**src/rtl/sar_pkg.sv**
```systemverilog
package sar_pkg;
  // Register byte offsets
  localparam logic [7:0] ADDR_CTRL = 8'h00;
  localparam logic [7:0] ADDR_STATUS = 8'h04;
  localparam logic [7:0] ADDR_IRQ_STAT = 8'h08;
  localparam logic [7:0] ADDR_IRQ_CLR = 8'h0c;
  localparam logic [7:0] ADDR_IRQ_EN = 8'h10;
  localparam logic [7:0] ADDR_INIT_LVL = 8'h14;
  localparam logic [7:0] ADDR_MAX_LVL = 8'h18;
  localparam logic [7:0] ADDR_RAMP_T1 = 8'h1c;
  localparam logic [7:0] ADDR_RAMP_T2 = 8'h20;
  localparam logic [7:0] ADDR_CUR1 = 8'h24;
  localparam logic [7:0] ADDR_CUR2 = 8'h28;
  localparam logic [7:0] ADDR_KICK1 = 8'h2c;
  localparam logic [7:0] ADDR_KICK2 = 8'h30;
  localparam logic [7:0] ADDR_UTS_T = 8'h34;
  localparam logic [7:0] ADDR_SETPT = 8'h38;
  // Control field positions
  localparam int CTRL_START = 0;
  localparam int CTRL_MODE_LSB = 1;
  localparam int CTRL_SEL_ASSIGNED = 3;
  localparam int CTRL_KICK_EN = 4;
  localparam int CTRL_W = 5;
  localparam logic [CTRL_W-1:0] CTRL_RESET = 5'h00;
  // Interrupt bit positions
  localparam int IRQ_UTS = 0;
  localparam int IRQ_HOLD = 1;
  localparam int IRQ_TRIP = 2;
  localparam int IRQ_NOCUR = 3;
  localparam int IRQ_SELCHG = 4;
  localparam int IRQ_W = 5;
  // Levels are in tenths of a percent
  localparam logic [15:0] LEVEL_FULL = 16'h03e8;
  localparam logic [7:0] FAULT_NO_CURRENT = 8'h27;
  localparam logic [15:0] NOCUR_TICKS = 16'h0064;
  // Ramp tick of 1 ms at a 100 ns clock
  localparam int TICK_TIME_NS = 1000000;
  localparam int CLOCK_PERIOD_NS = 100;
  localparam int TICK_CYCLES = (TICK_TIME_NS + CLOCK_PERIOD_NS - 1) / CLOCK_PERIOD_NS;
  typedef enum logic [1:0] {
    MODE_CURRENT = 2'h0,
    MODE_TORQUE = 2'h1,
    MODE_POWER = 2'h2,
    MODE_VOLTAGE = 2'h3
  } sar_mode_e;
  typedef enum logic [5:0] {
    ST_IDLE = 6'h01,
    ST_KICK = 6'h02,
    ST_RAMP = 6'h04,
    ST_HOLD = 6'h08,
    ST_UTS = 6'h10,
    ST_TRIP = 6'h20
  } sar_state_e;
endpackage

```
**src/rtl/sar_accel_ramp.sv**
```systemverilog
module sar_accel_ramp #(
  parameter int TICK_CYCLES = sar_pkg::TICK_CYCLES
) (
  // Clock and reset
  input wire logic clock,
  input wire logic rst_b,
  // AHB-Lite slave
  input wire logic hsel,
  input wire logic [31:0] haddr,
  input wire logic [1:0] htrans,
  input wire logic hwrite,
  input wire logic [2:0] hsize,
  input wire logic [31:0] hwdata,
  input wire logic hready,
  output logic [31:0] hrdata,
  output logic hreadyout,
  output logic hresp,
  // Motor side status
  input wire logic rampSelPin,
  input wire logic fullSpeed,
  input wire logic overloadTrip,
  input wire logic motorCurrentSeen,
  // Set-point and indications
  output logic [15:0] setPoint,
  output logic [1:0] setPointKind,
  output logic up_to_speed,
  output logic [7:0] faultCode,
  output logic irq
);
  import sar_pkg::*;

  ////////////////////////////////////////////////////////////////////////////
  // Declarations

  logic [CTRL_W-1:0] ctrl_reg;
  logic [15:0] initLvl_reg, maxLvl_reg, rampTime1_reg, rampTime2_reg, utsTime_reg;
  logic [31:0] cur1_reg, cur2_reg, kick1_reg, kick2_reg;
  logic [IRQ_W-1:0] irqEn_reg, irqStat_reg, irqEvents;
  logic wrPend_reg;
  logic [7:0] wrAddr_reg;
  logic addrPhase;
  logic [15:0] tickCnt_reg;
  logic tick;
  logic selSync, selLive, useSet2_reg, selPrev_reg;
  sar_state_e state_reg, state_next;
  sar_mode_e mode;
  logic startCmd, kickEn, selAssigned;
  logic [15:0] rampCnt_reg, kickCnt_reg, utsCnt_reg, noCurCnt_reg;
  logic [15:0] rampInit, rampEnd, rampTime, kickLevel, kickTime, lerpLevel;
  logic active, utsExpire, noCurFault;

  assign startCmd = ctrl_reg[CTRL_START];
  assign mode = sar_mode_e'(ctrl_reg[CTRL_MODE_LSB +: 2]);
  assign selAssigned = ctrl_reg[CTRL_SEL_ASSIGNED];
  assign kickEn = ctrl_reg[CTRL_KICK_EN];

  ////////////////////////////////////////////////////////////////////////////
  // AHB-Lite slave: zero wait states, always OKAY

  // Read decode; unmapped and write-only offsets read as zero
  function automatic logic [31:0] readMux(input logic [7:0] a);
    case (a)
      ADDR_CTRL: readMux = 32'(ctrl_reg);
      ADDR_STATUS: readMux = {14'h0000, faultCode, 2'h0, state_reg[5:1], useSet2_reg, selSync, up_to_speed};
      ADDR_IRQ_STAT: readMux = 32'(irqStat_reg);
      ADDR_IRQ_EN: readMux = 32'(irqEn_reg);
      ADDR_INIT_LVL: readMux = {16'h0000, initLvl_reg};
      ADDR_MAX_LVL: readMux = {16'h0000, maxLvl_reg};
      ADDR_RAMP_T1: readMux = {16'h0000, rampTime1_reg};
      ADDR_RAMP_T2: readMux = {16'h0000, rampTime2_reg};
      ADDR_CUR1: readMux = cur1_reg;
      ADDR_CUR2: readMux = cur2_reg;
      ADDR_KICK1: readMux = kick1_reg;
      ADDR_KICK2: readMux = kick2_reg;
      ADDR_UTS_T: readMux = {16'h0000, utsTime_reg};
      ADDR_SETPT: readMux = {14'h0000, setPointKind, setPoint};
      default: readMux = 32'h00000000;
    endcase
  endfunction

  // Only whole-word transfers are used, so hsize is not decoded
  assign addrPhase = hsel && hready && htrans[1];
  assign hreadyout = 1'b1;
  assign hresp = 1'b0;

  // Address phase captured; read data registered for the data phase
  always_ff @(posedge clock or negedge rst_b) begin
    if (!rst_b) begin
      wrPend_reg <= 1'b0;
      wrAddr_reg <= 8'h00;
      hrdata <= 32'h00000000;
    end else begin
      wrPend_reg <= addrPhase && hwrite;
      wrAddr_reg <= {haddr[7:2], 2'h0};
      hrdata <= (addrPhase && !hwrite) ? readMux({haddr[7:2], 2'h0}) : 32'h00000000;
    end
  end

  // Parameter and control registers, written in the data phase
  always_ff @(posedge clock or negedge rst_b) begin
    if (!rst_b) begin
      ctrl_reg <= CTRL_RESET;
      initLvl_reg <= 16'h0000;
      maxLvl_reg <= 16'h0000;
      rampTime1_reg <= 16'h0000;
      rampTime2_reg <= 16'h0000;
      cur1_reg <= 32'h00000000;
      cur2_reg <= 32'h00000000;
      kick1_reg <= 32'h00000000;
      kick2_reg <= 32'h00000000;
      utsTime_reg <= 16'h0000;
      irqEn_reg <= '0;
    end else if (wrPend_reg) begin
      case (wrAddr_reg)
        ADDR_CTRL: ctrl_reg <= hwdata[CTRL_W-1:0];
        ADDR_IRQ_EN: irqEn_reg <= hwdata[IRQ_W-1:0];
        ADDR_INIT_LVL: initLvl_reg <= hwdata[15:0];
        ADDR_MAX_LVL: maxLvl_reg <= hwdata[15:0];
        ADDR_RAMP_T1: rampTime1_reg <= hwdata[15:0];
        ADDR_RAMP_T2: rampTime2_reg <= hwdata[15:0];
        ADDR_CUR1: cur1_reg <= hwdata;
        ADDR_CUR2: cur2_reg <= hwdata;
        ADDR_KICK1: kick1_reg <= hwdata;
        ADDR_KICK2: kick2_reg <= hwdata;
        ADDR_UTS_T: utsTime_reg <= hwdata[15:0];
        default: ;
      endcase
    end
  end

  ////////////////////////////////////////////////////////////////////////////
  // Interrupts: sticky status, write-one clear, event beats clear

  always_ff @(posedge clock or negedge rst_b) begin
    if (!rst_b) irqStat_reg <= '0;
    else if (wrPend_reg && wrAddr_reg == ADDR_IRQ_CLR) irqStat_reg <= (irqStat_reg & ~hwdata[IRQ_W-1:0]) | irqEvents;
    else irqStat_reg <= irqStat_reg | irqEvents;
  end

  assign irq = |(irqStat_reg & irqEn_reg);

  ////////////////////////////////////////////////////////////////////////////
  // Ramp time base

  // One tick per millisecond; all ramp, kick and timer counts are in ticks
  always_ff @(posedge clock or negedge rst_b) begin
    if (!rst_b) tickCnt_reg <= 16'h0000;
    else if (tick) tickCnt_reg <= 16'h0000;
    else tickCnt_reg <= tickCnt_reg + 16'h0001;
  end

  assign tick = tickCnt_reg == 16'(TICK_CYCLES - 1);

  ////////////////////////////////////////////////////////////////////////////
  // Profile selection

  sar_sync3 u_selSync (
    .clock(clock),
    .rst_b(rst_b),
    .asyncIn(rampSelPin),
    .syncOut(selSync)
  );

  // Only an assigned input can select set 2
  assign selLive = selAssigned && selSync;

  // Selection frozen while up to speed; dropping start lets an unassigned input release set 2
  always_ff @(posedge clock or negedge rst_b) begin
    if (!rst_b) begin
      useSet2_reg <= 1'b0;
      selPrev_reg <= 1'b0;
    end else begin
      selPrev_reg <= selLive;
      if (state_reg != ST_UTS || !startCmd) useSet2_reg <= selLive;
    end
  end

  // Parameter choice; the kick and the current ramp honour set 2, other ramps use set 1
  always_comb begin
    kickLevel = useSet2_reg ? kick2_reg[15:0] : kick1_reg[15:0];
    kickTime = useSet2_reg ? kick2_reg[31:16] : kick1_reg[31:16];
    rampTime = rampTime1_reg;
    rampInit = initLvl_reg;
    rampEnd = maxLvl_reg;
    case (mode)
      MODE_CURRENT: begin
        rampInit = useSet2_reg ? cur2_reg[15:0] : cur1_reg[15:0];
        rampEnd = useSet2_reg ? cur2_reg[31:16] : cur1_reg[31:16];
        rampTime = useSet2_reg ? rampTime2_reg : rampTime1_reg;
      end
      MODE_VOLTAGE: rampEnd = LEVEL_FULL;
      default: ;
    endcase
  end

  // Point on the ramp from ticks elapsed, shared by both profiles
  sar_lerp u_lerp (
    .clock(clock),
    .rst_b(rst_b),
    .startLvl(rampInit),
    .endLvl(rampEnd),
    .elapsed(rampCnt_reg),
    .duration(rampTime),
    .level(lerpLevel)
  );

  ////////////////////////////////////////////////////////////////////////////
  // Start sequence

  assign active = state_reg == ST_KICK || state_reg == ST_RAMP || state_reg == ST_HOLD;
  assign utsExpire = active && utsCnt_reg >= utsTime_reg;
  assign noCurFault = (active || state_reg == ST_UTS) && noCurCnt_reg >= NOCUR_TICKS;

  // Next state; removal of the start command wins over all, and overload over the rest outside idle
  always_comb begin
    state_next = state_reg;
    case (state_reg)
      ST_IDLE: if (startCmd) state_next = kickEn ? ST_KICK : ST_RAMP;
      ST_KICK: if (tick && kickCnt_reg + 16'h0001 >= kickTime) state_next = ST_RAMP;
      ST_RAMP: if (rampCnt_reg >= rampTime) state_next = ST_HOLD;
      ST_HOLD: ;
      ST_UTS: ;
      ST_TRIP: ;
      default: state_next = ST_IDLE;
    endcase
    if (active && (fullSpeed || utsExpire)) state_next = ST_UTS;
    if (state_reg != ST_IDLE && (overloadTrip || noCurFault)) state_next = ST_TRIP;
    if (!startCmd) state_next = ST_IDLE;
  end

  always_ff @(posedge clock or negedge rst_b) begin
    if (!rst_b) state_reg <= ST_IDLE;
    else state_reg <= state_next;
  end

  // Kick and ramp progress; the ramp count is never reset by a set change
  always_ff @(posedge clock or negedge rst_b) begin
    if (!rst_b) begin
      kickCnt_reg <= 16'h0000;
      rampCnt_reg <= 16'h0000;
    end else if (state_reg == ST_IDLE) begin
      kickCnt_reg <= 16'h0000;
      rampCnt_reg <= 16'h0000;
    end else begin
      if (state_reg == ST_KICK && tick) kickCnt_reg <= kickCnt_reg + 16'h0001;
      if (state_reg == ST_RAMP && tick && rampCnt_reg < rampTime) begin
        rampCnt_reg <= rampCnt_reg + 16'h0001;
      end
    end
  end

  // Up-to-speed timer runs from the start command, kick included
  always_ff @(posedge clock or negedge rst_b) begin
    if (!rst_b) utsCnt_reg <= 16'h0000;
    else if (state_reg == ST_IDLE) utsCnt_reg <= 16'h0000;
    else if (active && tick) utsCnt_reg <= utsCnt_reg + 16'h0001;
  end

  // Ticks without motor current while the stage is firing
  always_ff @(posedge clock or negedge rst_b) begin
    if (!rst_b) noCurCnt_reg <= 16'h0000;
    else if (motorCurrentSeen || !(active || state_reg == ST_UTS)) noCurCnt_reg <= 16'h0000;
    else if (tick && noCurCnt_reg < NOCUR_TICKS) noCurCnt_reg <= noCurCnt_reg + 16'h0001;
  end

  // Fault code latched until the start command is removed
  always_ff @(posedge clock or negedge rst_b) begin
    if (!rst_b) faultCode <= 8'h00;
    else if (!startCmd) faultCode <= 8'h00;
    else if (noCurFault) faultCode <= FAULT_NO_CURRENT;
  end

  ////////////////////////////////////////////////////////////////////////////
  // Set-point output

  // Voltage mode is pure open loop: no current term reaches this path
  always_ff @(posedge clock or negedge rst_b) begin
    if (!rst_b) begin
      setPoint <= 16'h0000;
      setPointKind <= 2'h0;
      up_to_speed <= 1'b0;
    end else begin
      setPointKind <= mode;
      up_to_speed <= state_reg == ST_UTS;
      case (state_reg)
        ST_KICK: setPoint <= kickLevel;
        ST_RAMP: setPoint <= lerpLevel;
        ST_HOLD: setPoint <= lerpLevel;
        ST_UTS: if (mode == MODE_VOLTAGE) setPoint <= LEVEL_FULL;
        default: setPoint <= 16'h0000;
      endcase
    end
  end

  // Events for the interrupt status
  always_comb begin
    irqEvents = '0;
    irqEvents[IRQ_UTS] = state_next == ST_UTS && state_reg != ST_UTS;
    irqEvents[IRQ_HOLD] = state_next == ST_HOLD && state_reg == ST_RAMP;
    irqEvents[IRQ_TRIP] = state_next == ST_TRIP && state_reg != ST_TRIP;
    irqEvents[IRQ_NOCUR] = noCurFault && faultCode != FAULT_NO_CURRENT;
    irqEvents[IRQ_SELCHG] = active && selLive != selPrev_reg;
  end
endmodule

```
**src/rtl/sar_sync3.sv**
```systemverilog
module sar_sync3 (
  // Clock and reset
  input wire logic clock,
  input wire logic rst_b,
  // Asynchronous level in, filtered level out
  input wire logic asyncIn,
  output logic syncOut
);
  import sar_pkg::*;

  logic q1_reg, q2_reg, q3_reg;

  // Three stages; a change counts only once stages two and three agree
  always_ff @(posedge clock or negedge rst_b) begin
    if (!rst_b) begin
      q1_reg <= 1'b0;
      q2_reg <= 1'b0;
      q3_reg <= 1'b0;
      syncOut <= 1'b0;
    end else begin
      q1_reg <= asyncIn;
      q2_reg <= q1_reg;
      q3_reg <= q2_reg;
      if (q2_reg == q3_reg) syncOut <= q3_reg;
    end
  end
endmodule

```
**src/rtl/sar_lerp.sv**
```systemverilog
module sar_lerp (
  // Clock and reset
  input wire logic clock,
  input wire logic rst_b,
  // Ramp end points and progress
  input wire logic [15:0] startLvl,
  input wire logic [15:0] endLvl,
  input wire logic [15:0] elapsed,
  input wire logic [15:0] duration,
  // Interpolated level, one cycle later
  output logic [15:0] level
);
  import sar_pkg::*;

  logic signed [16:0] diff;
  logic signed [33:0] prod;
  logic signed [33:0] quo;
  logic [15:0] level_next;

  // Linear point from elapsed ticks, so a parameter swap keeps the progress
  always_comb begin
    diff = $signed({1'b0, endLvl}) - $signed({1'b0, startLvl});
    prod = 34'(diff * $signed({1'b0, elapsed}));
    quo = (duration == 16'h0000) ? 34'sh0 : prod / $signed({18'h0, duration});
    if (duration == 16'h0000 || elapsed >= duration) begin
      level_next = endLvl;
    end else begin
      level_next = 16'($signed({18'h0, startLvl}) + quo);
    end
  end

  always_ff @(posedge clock or negedge rst_b) begin
    if (!rst_b) level <= 16'h0000;
    else level <= level_next;
  end
endmodule

```
**config.mk**
```make
export PLATFORM = sky130hd
export DESIGN_NAME = sar_accel_ramp
export DESIGN_NICKNAME = d
export VERILOG_FILES = /design/src/rtl/sar_pkg.sv /design/src/rtl/sar_accel_ramp.sv /design/src/rtl/sar_sync3.sv /design/src/rtl/sar_lerp.sv
export SDC_FILE = /design/constraint.sdc
export NUM_CORES = 2
export LEC_CHECK = 0
export ABC_AREA = 1
export BUFFER_PORTS_ARGS = -buffer_cell sky130_fd_sc_hd__buf_2
export CORE_UTILIZATION = 50
export DETAILED_ROUTE_END_ITERATION = 16
export HOLD_SLACK_MARGIN = 0.12
export PLACE_DENSITY_LB_ADDON = 0.08
export SLEW_MARGIN = 20
export SYNTH_ARGS = -nofsm -noshare
export SYNTH_HDL_FRONTEND = slang
export SYNTH_SLANG_ARGS = --single-unit
```
**constraint.sdc**
```tcl
create_clock -name clock -period 221.8 [get_ports clock]
set_clock_uncertainty 0.15 [all_clocks]
set_input_delay 33.27 -clock clock [delete_from_list [all_inputs] [get_ports clock]]
set_output_delay 33.27 -clock clock [all_outputs]
set_load 0.01 [all_outputs]
```
== Yosys cells after proc, flatten, opt, wreduce, memory -nomap -nowiden ==
Cells that the tools add are included.
Word-level totals
  bits in registers: 397
  ROM bits: 0
  memories: 0
  latch bits: 0
  RAM bits: 0
  logic and storage cells: 182
Cells by class
  $mul: 1
  equality and inequality tests: 43
  $lt $le $gt $ge: 6
  bitwise operators: 5
  add/subtract/negate cells: 7
  div/mod/pow operators: 1
  multiplexer cells: 33
  shift-type cells: 0
  reductions and logical operators: 54
Operator list (count)
  $pmux W32 S14: 1
  $mux W16: 19
  $eq A6 B4 Y1 const B: 15
  $add A16 B1 Y16 const B: 5
  $eq A6 B3 Y1 const B: 9
  $ge A16 B16 Y1: 3
  $pmux W16 S3: 1
  $div A34 B17 Y34: 1
  $mul A17 B17 Y34: 1
  $mux W32: 1
  $pmux W16 S2: 1
  $mux W6: 5
  $pmux W6 S4: 1
  $reduce_and A2 Y1: 11
  $logic_and A1 B1 Y1: 21
  $eq A6 B2 Y1 const B: 3
  $sub A16 B16 Y17: 1
  $add A16 B16 Y16: 1
  $eq A16 B14 Y1 const B: 1
  $ge A16 B7 Y1 const B: 1
  $logic_not A16 Y1: 1
  $lt A16 B16 Y1: 1
  $lt A16 B7 Y1 const B: 1
  $mux W8: 2
  other kinds (25): 43

== Longest topological paths before layout ==
  depth after elaboration: 13
  depth in mapped cells: 715
  mapped depth without buffers: 662

== By module ==
Synthesis repeated with hierarchy kept, for this count alone.
Unflattened totals
  cells, all modules: 9401
  area, all modules: 62831.5 µm²
By module, submodules not included
  sar_lerp: times used 1, cells each 7062, area each 43588.1 µm², seq. area each 400.4 µm²
  sar_accel_ramp: times used 1, cells each 2331, area each 19127.1 µm², seq. area each 9260.1 µm²
  sar_sync3: times used 1, cells each 8, area each 116.4 µm², seq. area each 100.1 µm²

== Least setup slack after synthesis ==
OpenSTA, ideal clock, no wires.
  path type: reg-to-reg
  start: register ctrl_reg[1]
  end: register u_lerp.level[15]
  path buffers: 58
  setup time: 0.117 ns
  period minus slack after synthesis: 99.714 ns
  stages on the path, launching flop included: 687
  slack: 122.086 ns
  required time: 221.533 ns
  data arrival time: 99.447 ns
  path through: dfrtp_1 > inv_1 > ha_1 > clkbuf_1 > clkinv_1 > nor2_1 > o21ai_0 > o21ai_0 > inv_1 > ha_1 > fa_1 > o21ai_0 > nand2_1 > nand2_1 > a21oi_1 > or2_2 > nand2_1 > a21oi_1 > [651 not listed] > a21oi_1 > o21bai_1 > nand2_1 > inv_1 > o21ai_0 > nand2_1 > nand3_1 > nand2_1 > nand2_1 > a21oi_1 > nor2_1 > xnor2_1 > xor2_1 > inv_1 > nand3_1 > nand2_1 > nand2_1 > nand2_1
On the way
  cells in the longest elaborated chain, start to end: 8
RTL lines
  start, declared: line sar_accel_ramp.sv:35  | logic [CTRL_W-1:0] ctrl_reg;
  start signal, assigned: line sar_accel_ramp.sv:115  | ADDR_CTRL: ctrl_reg <= hwdata[CTRL_W-1:0];
  $eq A2 B2 Y1 / $logic_not A2 Y1 (equally long branches): line sar_accel_ramp.sv:185  | case (mode)
  $pmux W16 S2 / $mux W16 (equally long branches): line sar_accel_ramp.sv:185
  $sub A16 B16 Y17: line sar_lerp.sv:22  | diff = $signed({1'b0, endLvl}) - $signed({1'b0, startLvl});
  $mul A17 B17 Y34: line sar_lerp.sv:23  | prod = 34'(diff * $signed({1'b0, elapsed}));
  $div A34 B17 Y34: line sar_lerp.sv:24  | quo = (duration == 16'h0000) ? 34'sh0 : prod / $signed({18'h0, duration});
  $mux W16: line sar_lerp.sv:24
  $add A16 B16 Y16: line sar_lerp.sv:28  | level_next = 16'($signed({18'h0, startLvl}) + quo);
  $mux W16 (*): line sar_lerp.sv:25  | if (duration == 16'h0000 || elapsed >= duration) begin
  named net u_lerp.level_next[15]: line sar_lerp.sv:18  | logic [15:0] level_next;
  end signal, assigned: line sar_lerp.sv:34  | else level <= level_next;
  end, declared: line sar_lerp.sv:11  | output logic [15:0] level
Mark *: on every way through the listed nets, which the timed path passes. The rest lies on a longest branch.
A chain may end at the register's enable or synchronous reset.

== Worst setup path after layout ==
Same ends and word-level chain as after synthesis.

==> flow_results.org <==
** Hold path
- The tightest min-delay check is of the flop to flop type.

** Route
- Remaining antenna violation count :: 0
- Total vias in the final route :: 57743
- First-pass iteration count of the detailed router :: 6
- After the first detailed-routing iteration, the DRC count stood at 4027.
- In the routed design, unresolved DRC markers number 0.
- Total detailed-routing wirelength :: 185800 µm
- Using the TritonRoute via totals, the vias-per-cell ratio works out to 5.478.
- Dividing the detail-routed wire length by the instance count gives 17.63 µm.

** Run status
- The run finished with clean final reports.

** Flow run
- Max-cap violations :: 0

** Clocking
- Number of buffers inserted for hold repair after clock tree synthesis :: 0
- H-Tree Depth :: 2
- Clock tree synthesis found a total of 390 sinks.
- In this run, CTS created clock tree buffers numbering 45.
- Number of instances resized during post-cts repair :: 0
- CTS tree :: yes
- After clock tree synthesis, the clock-pin slew on the worst setup and hold paths is 0.06 ns.
- Counting along the longest clock path gives a buffer depth of 3.
- The later pin in the worst-skew pair is clocked with a latency of 0.64 ns.
- In this run the clock root is driven by a sky130_fd_sc_hd__clkbuf_16.
- In this run the post-CTS setup repair buffer count came out at 0.

** STA
- Worst slew margin :: 0.2921
- Highest achievable clock rate :: 0.008624 GHz
- Shortest clock period the worst path allows after layout :: 115.96 ns
- Worst-Margin Slew :: 1.051 ns
- For the final routed database, the setup TNS stands at 0 ns.
- Setup violation total in the final timing report :: 0
- Final hold vios :: 0
- The number of pins with negative max-slew slack in the final report is 0.
- Portion of the clock cycle consumed by the worst path in the final layout :: 0.5228
- RSZ-0062 raised after global routing :: false

** Die
- Die span in x :: 350.3 µm
- In this run the standard cell core region covers 0.1201 mm².
- For this configuration, the core starts out at a cell density of 0.5049.
- Std-Cell Rows :: 127
- In this run the count of I/O pins placed on the die edge is 140.
- Die area :: 0.1227 mm²
- The die is 350.3 µm tall.

** Synth
- Share of synthesized registers carrying an async set or reset :: 1.000
- Most frequently used flop master after synthesis :: sky130_fd_sc_hd__dfrtp_1
- During synthesis, Yosys emitted a total of 0 warnings.
- Synth Instances :: 8887
- Sequential share of the synthesized area :: 0.1609
- A synthesized cell averages 6.824 µm².
- Post-synthesis cell type count :: 91
- Yosys mapped a number of flops with a built-in enable equal to 0.
- The mapped netlist covers 0.06065 mm².
- Counting flops and latches in the post-synthesis netlist gives 390.

** Global route
- For this run, the total global-route usage over all layers was measured as 0.3032.
- For met3 alone, demand over resource in global routing was 0.03504.
- First-pass GRT wire length :: 296900 µm
- Most used routing layer in global routing :: met2
- Global routing finished with a remaining overflow of 0.
- For met1 alone, demand over resource in global routing was 0.4103.
- The number of antenna violations at the first check in global routing was 1.
- For met2 alone, demand over resource in global routing was 0.5009.
- The number of global-route vias before repair was 55127.
- Largest net degree at the start of global routing :: 154

** Finish
- In the final layout, the share of cells above drive strength 1 is 0.08961.
- Compared with the post-synthesis result, the final layout area differs by 6.253%.
- Fill cell total of the finished layout :: 12052
- # nets final :: 9851
- Most frequent standard cell in the layout excluding fill and tap cells :: sky130_fd_sc_hd__nand2_1
- Leaving out fill and tap cells, the most frequent cells in the layout are sky130_fd_sc_hd__nand2_1, sky130_fd_sc_hd__inv_1, sky130_fd_sc_hd__nor2_1, sky130_fd_sc_hd__o21ai_0, sky130_fd_sc_hd__ha_1.

** Critical path
- Top Family by Delay on Critical Path :: compound AO/OA/AOI/OAI gates
- Maximum fanout count along the critical path :: 35
- Slowest stage cell on the critical path :: sky130_fd_sc_hd__inv_1
- CP Launch Type :: flop
- STA classifies the critical path endpoint as a flop.
- Kind of critical path :: flop to flop
- Largest incremental delay on the critical path :: 0.74 ns
- Among the stages of the critical path, the cell type that occurs most often is sky130_fd_sc_hd__a21oi_1.
- Buffering stage count on the worst path with inverters included :: 124
- Data required time of the worst path :: 222.14 ns
- Crit path DAT :: 116.30 ns

** Placed design
- Count of input and output buffers :: 103
- Detailed placement HPWL :: 149700 µm
- Placer Congestion :: 0.9330
[final cells by class]
class	instances	area, µm²	area share
clock inverters	20	321.6	0.004990
diodes	1	2.502	0.00003883
flip-flops and latches	390	9762	0.1515
clock buffers	63	1294	0.02008
multi-input cells	6784	44280	0.6871
repair buffers	177	1117	0.01734
well taps	1612	2017	0.03130
inverters	1494	5649	0.08766
[stage by stage]
stage	hold WS [ns]	setup slack (ns)	cell area [µm²]	cells	util
2_1_floorplan	0.1812	122.09	60660	8891	-
3_3_place_gp	0.1999	108.89	62790	10456	0.5227
3_5_place_dp	0.1912	107.06	62790	10456	0.5227
4_1_cts	0.2037	106.64	64410	10539	0.5361
5_1_grt	0.2166	92.96	64440	10540	0.5364
6_report	0.2012	105.84	64440	10541	0.5364
[worst register-to-register path, delay by kind of cell, from the launching register on]
family | cells | cell delay, ns
AO/OA/AOI/OAI | 245 | 51.68
adder cells (fa/ha/maj) | 44 | 15.31
buffers and inverters | 124 | 17.51
flip-flops | 1 | 0.44
AND/OR/NAND/NOR | 218 | 30.26
XOR/XNOR | 3 | 0.47
[metal layers]
metal | routed length [µm] | up-vias
met1 | 84040 | 27037
met4 | 6594 | 0
li1 | - | 28855
met3 | 10940 | 293
met2 | 84250 | 1558
met5 | 0 | -
[cells by family after synthesis]
| logic type | synth area share |
|---|---|
| other cells | 0.0001238 |
| fa+ha+maj | 0.2167 |
| simple gates | 0.2899 |
| xor+xnor | 0.05958 |
| buf+inv | 0.1137 |
| mux | 0.003982 |
| compound gates | 0.1550 |
| flops | 0.1609 |
[synth_stat cells, drive strengths merged, types with 5 or more instances]
cell     instances  area [µm²]
nand2         2133        8592
inv           1448        5450
nor2           816        3560
o21ai          758        3850
ha             600        7507
a21oi          495        2522
nand3          479        2938
dfrtp          389        9734
fa             281        5625
xor2           274        2434
clkbuf         172       747.0
nand4          164        1117
xnor2          133        1180
nor3            91       503.0
or2             62       387.9
a21o            52       394.1
buf             51       501.7
clkinv          45       181.4
o22ai           45       281.5
a221oi          40       350.3
o211ai          40       305.3
o21bai          38       289.0
o21a            34       256.5
nor4            29       181.4
o31ai           26       195.2
a31oi           23       143.9
mux2i           23       230.2
a22oi           22       165.2
nand3b          22       165.2
a211oi          21       157.7
o221ai          16       140.1
a21boi          10       78.82
a41oi            8       70.07
and2             7       47.54
o2111ai          6       52.55
a2111oi          5       43.79
[final timing paths]
path / cells after the start / startpoint / to / slack [ns]
setup reg to reg: 634 / ctrl_reg[1]$_DFFE_PN0P_ / u_lerp.level[15]$_DFF_PN0_ / 105.84
setup / recovery: 634 / ctrl_reg[1]$_DFFE_PN0P_ / u_lerp.level[15]$_DFF_PN0_ / 105.84
max in group asynchronous: 3 / rst_b / noCurCnt_reg[12]$_DFFE_PN0P_ / 187.03
hold reg to reg: 0 / u_selSync.q1_reg$_DFF_PN0_ / u_selSync.q2_reg$_DFF_PN0_ / 0.20
hold / removal: 0 / u_selSync.q1_reg$_DFF_PN0_ / u_selSync.q2_reg$_DFF_PN0_ / 0.20
min in group asynchronous: 1 / rst_b / hrdata[21]$_DFF_PN0_ / 32.44
Power is left out: the tool's default activity adds up to more than one toggle a clock period on the data nets, which glitch-free logic cannot reach.
